<file path="src/logic/lv_monitor_regs.vh">
// Purpose: Constants of the supply low-voltage monitor control block.
// Assumes: Included by bare name from the design files.
// Notes:   Offsets are byte addresses on the register bus.
`ifndef LV_MONITOR_REGS_VH
`define LV_MONITOR_REGS_VH

`define LVM_CTRL_OFFSET    8'h00
`define LVM_STATUS_OFFSET  8'h04
`define LVM_MASK_OFFSET    8'h08
`define LVM_INTCTL_OFFSET  8'h0c

`define LVM_CTRL_RESET     8'h00
`define LVM_CTRL_WMASK     8'h1f
`define LVM_THR_LSB        0
`define LVM_BGBUF_BIT      3
`define LVM_DETEN_BIT      4
`define LVM_FLAG_BIT       5

`define LVM_ST_REQ_BIT     0
`define LVM_ST_RISE_BIT    1
`define LVM_ST_FALL_BIT    2
`define LVM_ST_WIDTH       3

`define LVM_INT_LVE_BIT    0
`define LVM_INT_GIE_BIT    1
`define LVM_INT_SVC_BIT    2

`define LVM_CLK_MHZ        200
`define LVM_FLAG_DELAY_US  15
`define LVM_FLAG_DELAY_CYC (`LVM_FLAG_DELAY_US * `LVM_CLK_MHZ)

`endif

</file>
<file path="src/logic/lv_monitor_ctrl.v">
// Purpose: Control and status of the supply low-voltage monitor, AHB-Lite slave.
// Assumes: Comparator output is asynchronous; sleep and idle come from the core.
// Notes:
// Functional notes
// - Decode threshold select into eight trip levels.
// - Flag at bit five shows supply below level.
// - Detector enable switches monitor on and off.
// - Bandgap on for monitor, reset function, buffer bit.
// - Top two control bits unstored, read zero.
// - Sleep forces monitor off.
// - Request set only after flag delay elapses.
// - Rising request wakes from sleep or idle.
// - Repeated flag transitions are tolerated.
// - Servicing clears global enable and request.
// - Wake-up ignores the interrupt enable.
//
// The implementer's own choices: the register addresses and the AHB-Lite interface to the registers.
`timescale 1ns/1ps
`default_nettype none
`include "lv_monitor_regs.vh"
module lv_monitor_ctrl (
	// Clock and reset
	input  wire        clock,
	input  wire        rstn,
	// AHB-Lite slave
	input  wire        hsel,
	input  wire [7:0]  haddr,
	input  wire [1:0]  htrans,
	input  wire        hwrite,
	input  wire [2:0]  hsize,
	input  wire [31:0] hwdata,
	input  wire        hready,
	output reg  [31:0] hrdata,
	output wire        hreadyout,
	output wire        hresp,
	// Analog side
	input  wire        comparatorLow,
	input  wire        lowVoltageResetEnable,
	output reg  [7:0]  tripLevel,
	output wire        monitorPowerOn,
	output wire        bandgapOn,
	// Power mode and interrupt controller
	input  wire        sleepMode,
	input  wire        idleMode,
	input  wire        serviceAck,
	output wire        lvServiceRequest,
	output reg         wakeUp,
	output wire        irq
);
	reg  [4:0] ctrl;
	reg  [2:0] status;
	reg  [2:0] mask;
	reg        lvIntEnable;
	reg        globalIntEnable;
	reg        cmpMeta;
	reg        cmpSync;
	reg        flagPrev;
	reg        reqPrev;
	reg        wrPend;
	reg  [7:0] wrAddr;
	wire       delayDone;
	wire       lowVoltageFlag;
	wire       wrNow;
	wire [2:0] next_status;
	wire       reqRise;
	wire       svc;
	wire       gieWrite;
	wire       gieWval;
	wire [2:0] w1c;
	wire [2:0] events;

	assign hreadyout = 1'b1;
	assign hresp     = 1'b0;

	// Monitor is off in sleep even if enabled; the analog side needs no clock then.
	assign monitorPowerOn = ctrl[`LVM_DETEN_BIT] & ~sleepMode;
	assign bandgapOn = monitorPowerOn | lowVoltageResetEnable | ctrl[`LVM_BGBUF_BIT];

	always @(posedge clock or negedge rstn) begin
		if (!rstn) begin
			tripLevel <= 8'h00;
		end else begin
			case (ctrl[2:0])
			3'h0: tripLevel <= 8'h14;
			3'h1: tripLevel <= 8'h16;
			3'h2: tripLevel <= 8'h18;
			3'h3: tripLevel <= 8'h1b;
			3'h4: tripLevel <= 8'h1e;
			3'h5: tripLevel <= 8'h21;
			3'h6: tripLevel <= 8'h24;
			default: tripLevel <= 8'h28;
			endcase
		end
	end

	// Only cmpSync is read; cmpMeta feeds nothing else.
	always @(posedge clock or negedge rstn) begin
		if (!rstn) begin
			cmpMeta <= 1'b0;
			cmpSync <= 1'b0;
		end else begin
			cmpMeta <= comparatorLow;
			cmpSync <= cmpMeta;
		end
	end

	// A powered-off comparator reports no low supply.
	assign lowVoltageFlag = cmpSync & monitorPowerOn;

	lv_flag_delay #(
		.DELAY (`LVM_FLAG_DELAY_CYC)
	) flagDelay (
		.clock   (clock),
		.rstn    (rstn),
		.flagIn  (lowVoltageFlag),
		.expired (delayDone)
	);

	// Write handling: address phase captured, data applied in the data phase.
	always @(posedge clock or negedge rstn) begin
		if (!rstn) begin
			wrPend <= 1'b0;
			wrAddr <= 8'h00;
		end else if (hready) begin
			wrPend <= hsel & htrans[1] & hwrite;
			wrAddr <= haddr;
		end
	end
	assign wrNow = wrPend;

	assign w1c = (wrNow && wrAddr == `LVM_STATUS_OFFSET) ? hwdata[2:0] : 3'h0;
	assign gieWrite = wrNow && wrAddr == `LVM_INTCTL_OFFSET;
	assign gieWval  = hwdata[`LVM_INT_GIE_BIT];

	assign lvServiceRequest = status[`LVM_ST_REQ_BIT] & lvIntEnable & globalIntEnable;
	assign svc = serviceAck & lvServiceRequest;

	// Flag edges are counted as events every time; chatter near the trip is expected.
	assign events[`LVM_ST_REQ_BIT]  = delayDone;
	assign events[`LVM_ST_RISE_BIT] = lowVoltageFlag & ~flagPrev;
	assign events[`LVM_ST_FALL_BIT] = ~lowVoltageFlag & flagPrev;

	// Set wins over a software or service clear.
	assign next_status = (status & ~w1c & ~{2'b00, svc}) | events;

	always @(posedge clock or negedge rstn) begin
		if (!rstn) begin
			ctrl            <= 5'h00;
			status          <= 3'h0;
			mask            <= 3'h0;
			lvIntEnable     <= 1'b0;
			globalIntEnable <= 1'b0;
			flagPrev        <= 1'b0;
		end else begin
			flagPrev <= lowVoltageFlag;
			status   <= next_status;
			if (wrNow && wrAddr == `LVM_CTRL_OFFSET) begin
				ctrl <= hwdata[4:0];
			end
			if (wrNow && wrAddr == `LVM_MASK_OFFSET) begin
				mask <= hwdata[2:0];
			end
			if (gieWrite) begin
				lvIntEnable <= hwdata[`LVM_INT_LVE_BIT];
			end
			if (svc) begin
				globalIntEnable <= 1'b0;
			end else if (gieWrite) begin
				globalIntEnable <= gieWval;
			end
		end
	end

	// Wake on a rising request only; an already-set request gives no wake.
	assign reqRise = next_status[`LVM_ST_REQ_BIT] & ~reqPrev;
	always @(posedge clock or negedge rstn) begin
		if (!rstn) begin
			reqPrev <= 1'b0;
			wakeUp  <= 1'b0;
		end else begin
			reqPrev <= next_status[`LVM_ST_REQ_BIT];
			wakeUp  <= reqRise & (sleepMode | idleMode);
		end
	end

	assign irq = |(status & mask);

	// Read data for the data phase.
	always @(posedge clock or negedge rstn) begin
		if (!rstn) begin
			hrdata <= 32'h00000000;
		end else if (hready && hsel && htrans[1] && !hwrite) begin
			case (haddr)
			`LVM_CTRL_OFFSET:   hrdata <= {26'h0, lowVoltageFlag, ctrl};
			`LVM_STATUS_OFFSET: hrdata <= {29'h0, status};
			`LVM_MASK_OFFSET:   hrdata <= {29'h0, mask};
			`LVM_INTCTL_OFFSET: hrdata <= {29'h0, lvServiceRequest, globalIntEnable,
				lvIntEnable};
			default:            hrdata <= 32'h00000000;
			endcase
		end
	end
endmodule
`default_nettype wire

</file>
<file path="src/logic/lv_flag_delay.v">
// Purpose: Holds off the interrupt request until the flag has stayed high.
// Assumes: flagIn is already synchronous to clock.
// Notes:   A drop of the flag restarts the wait.
`timescale 1ns/1ps
`default_nettype none
module lv_flag_delay #(
	parameter DELAY = 3000
) (
	// Clock and reset
	input  wire        clock,
	input  wire        rstn,
	// Flag in, qualified event out
	input  wire        flagIn,
	output reg         expired
);
	reg [15:0] count;

	always @(posedge clock or negedge rstn) begin
		if (!rstn) begin
			count   <= 16'h0000;
			expired <= 1'b0;
		end else if (!flagIn) begin
			count   <= 16'h0000;
			expired <= 1'b0;
		end else if (count == DELAY[15:0] - 16'h0001) begin
			count   <= count + 16'h0001;
			expired <= 1'b1;
		end else begin
			count   <= (count == DELAY[15:0]) ? count : count + 16'h0001;
			expired <= 1'b0;
		end
	end
endmodule
`default_nettype wire

</file>
<file path="config.mk">
export PLATFORM = sky130hd
export DESIGN_NAME = lv_monitor_ctrl
export DESIGN_NICKNAME = d
export VERILOG_FILES = /design/src/logic/lv_monitor_ctrl.v /design/src/logic/lv_flag_delay.v
export VERILOG_INCLUDE_DIRS = /design/src /design/src/logic
export SDC_FILE = /design/constraint.sdc
export NUM_CORES = 1
export LEC_CHECK = 0
export ABC_AREA = 1
export BUFFER_PORTS_ARGS = -buffer_cell sky130_fd_sc_hd__buf_2
export CELL_PAD_IN_SITES_DETAIL_PLACEMENT = 0
export CELL_PAD_IN_SITES_GLOBAL_PLACEMENT = 2
export CORE_UTILIZATION = 30
export CTS_BUF_LIST = sky130_fd_sc_hd__clkbuf_8
export DETAILED_ROUTE_END_ITERATION = 16
export GPL_ROUTABILITY_DRIVEN = 0
export PLACE_DENSITY = 0.83
export REMOVE_ABC_BUFFERS = 1
export SETUP_SLACK_MARGIN = 0.2
export SYNTH_ARGS = -nofsm -noshare
export SYNTH_HDL_FRONTEND = slang
export SYNTH_SLANG_ARGS = --single-unit
</file>
<file path="constraint.sdc">
create_clock -name clock -period 2.65 [get_ports clock]
set_clock_uncertainty 0.15 [all_clocks]
set_input_delay 0.3975 -clock clock [delete_from_list [all_inputs] [get_ports clock]]
set_output_delay 0.3975 -clock clock [all_outputs]
set_load 0.005 [all_outputs]
</file>
==> impl_metrics.ini <==
[clock_tree]
h-tree-depth = 2
cts_sinks = 55
clk_path_buf_depth = 2
path_clk_slew_ns = 0.11
clk_latency_ns = 0.31
cts_tree = done
cts_resized = 0
cts_root_buf = clkbuf_8
numCtsBuffers = 5

[detailed_routing]
drtIter0Drc = 78
drtAntennaViolNets = 0
via_count = 2161
wirelength_microns = 5510
post_drt_via_cell_ratio = 4.30
drc = 0
wire_per_inst_microns = 11.0
drt_first_pass_iters = 4

[yosys]
synth_common_cells = nand2_1, dfrtp_1, nor2_1, inv_1
synthCells = 349
synth-compound-area-share_pct = 7.92
synth_area_sq_um = 2810
synth-simple-area-share_pct = 27.0
ys.flop_type = dfrtp_1
yosys_warnings = 0
synth.yosys.seq_area_share_pct = 49.0
synthDistinctLibCells = 28
synth.avg_cell_area_sq_um = 8.06
synthAdderAreaFrac_pct = 0.890
synth_top_area_share_pct = 49.0
synth_top_family_by_area = simple AND/OR/NAND/NOR gates
yosys.area.top_type = dfrtp_1
synth-xor-area-share_pct = 1.25
synth_seq_cells = 55
synth_most_common_cell = nand2_1
synth_edf_count = 0
async_reset_ff_share_pct = 100
muxShareOfSynthArea_pct = 0
ys_top_cells_by_area = dfrtp_1, nand2_1, buf_4

[grt]
antenna_found_initial = 0
grt_pass1_wl_microns = 9600
track_usage_pct = 12.5
grt_pass1_vias = 2009
grt_max_degree = 31
grt-ovfl-total = 0

[setup_path]
cp_max_fo = 5
regToRegSetupSlack_ns = 1.06
reg2regPathDepth = 8
path_cells = inv_1 > nor2_1 > buf_2
required_ns = 2.10
critPathLaunchType = flop
slowest_delay_ns = 0.44
cp-end-kind = output pin
worstSetupPathType = reg2out
worstPathArrival_ns = 1.15
rr_endpoint = flagDelay.count[10]
crit_path_top_delay_cell = dfrtp_1
r2r_start = flagDelay.count[0]

[placement]
hpwl_microns = 4270
numPortBuffers = 40

[pwr]
power.density_nw_per_um2 = 492
p_total_w = 0.00154
vdd_drop_max_mv = 0.215
leakage_nw = 1.59

[sta]
slew_violations = 0
finalCritPeriodShare_pct = 63.9
fin_setup_tns_ns = 0
slew_headroom_pct = 56.8
max_freq_mhz = 590
setup_violations = 0
finalHoldViolCount = 0
finalCriticalPeriod_ns = 1.69
tightest_slew_ns = 0.648
rsz0062_at_grt = no

[floorplanning]
die_w_microns = 98.8
die_h_microns = 98.8
start_util_pct = 31.6
io_pins = 102
die-area_sq_um = 9760
coreArea_sq_um = 8890
fp-row-count = 34

[layout]
syn2layout_area_growth_pct = 11.1
num_antenna_cells = 0
nets = 451
drive_gt1_share_pct = 16.2

[job]
cap_violations = 0

[run_status]
status = finished clean

[worst_hold_path]
hold_class = in2reg
hold_end = cmpMeta
hold_depth = 1
holdCritStartpoint = comparatorLow
-- layout make-up --
type                            instances  area, sq um
Fill cell                             951         5770
Sequential cell                        55         1380
Multi-Input combinational cell        252         1150
Timing Repair Buffer                   43          225
Inverter                               37          139
Tap cell                              108          135
Clock buffer                            5         68.8
Clock inverter                          3         26.3
-- flip-flops by register name, indices dropped and copies added, names as in the netlist --
register and flops:
globalIntEnable 1, hrdata 6, wrAddr 8, tripLevel 6, wrNow 1, cmpMeta 1
mask 3, wakeUp 1, flagDelay.expired 1, flagDelay.count 16, flagPrev 1, cmpSync 1
ctrl 5, status 3, lvIntEnable 1
-- worst max-delay path by stage --
stage | from | to | cells after the start
floorplan | flagDelay.count[0] | flagDelay.count[10] | 8
global placement | sleepMode | flagDelay.count[5] | 6
detailed placement | sleepMode | flagDelay.count[3] | 6
CTS | status[0] | lvServiceRequest | 3
global route | status[0] | lvServiceRequest | 3
finish | status[0] | lvServiceRequest | 3
-- critical path, delay by kind of cell, from the launching register on --
family	cells	cell delay, ns
buffers and inverters	2	0.21
AND/OR/NAND/NOR	1	0.18
flip-flops	1	0.44
-- per-stage QoR --
stage               hold slack, ns  area (sq um)  setup WS, ns  util, %  instances
floorplan                  -0.0481          2670          1.21        -        344
global placement             0.186          3020         0.924     34.0        494
detailed placement           0.192          3020         0.877     34.0        494
CTS                         0.0190          3120         0.944     35.1        503
global route                0.0178          3120         0.852     35.1        503
finish                      0.0336          3120         0.956     35.1        503
-- power breakdown --
group / total [W] / switching [W] / internal, W
clock network: 0.000495 / 0.000300 / 0.000195
logic: 0.000139 / 0.0000904 / 0.0000486
registers: 0.000904 / 0.0000265 / 0.000878
-- repair_timing --
item	in CTS	in global routing
setup buffers	0	0
hold buffers	1	0
setup endpoints to repair	0	0
endpoints found under the hold margin	28	0
-- cells by family after synthesis --
kind of cell,count (synthesis)
XOR/XNOR,4
adder cells (fa/ha/maj),2
flip-flops,55
buffers and inverters,70
AND/OR/NAND/NOR,172
other,2
AO/OA/AOI/OAI,44
-- per-layer routing --
metal / up-vias / GRT usage [%] / wire length [microns]
met5: - / 0 / 0
met3: 5 / 2.55 / 280
met4: 0 / 4.13 / 48
met1: 967 / 16.8 / 2570
li1: 1134 / - / -
met2: 55 / 20.0 / 2610
-- cell usage in the layout, fill, tap and decap left out, types with 3 or more instances in the layout --
cell type / synthesis / final
nand2_1: 82 / 82
dfrtp_1: 55 / 55
nor2_1: 45 / 45
buf_2: 1 / 40
inv_1: 36 / 36
o21ai_0: 30 / 30
conb_1: 2 / 30
nand3_1: 21 / 21
a21oi_1: 11 / 11
nor3_1: 7 / 7
clkbuf_8: 1 / 5
xor2_1: 4 / 4
nand3_2: 3 / 3
nor2_2: 3 / 3
No activity file was read; power rests on OpenSTA's default activity.
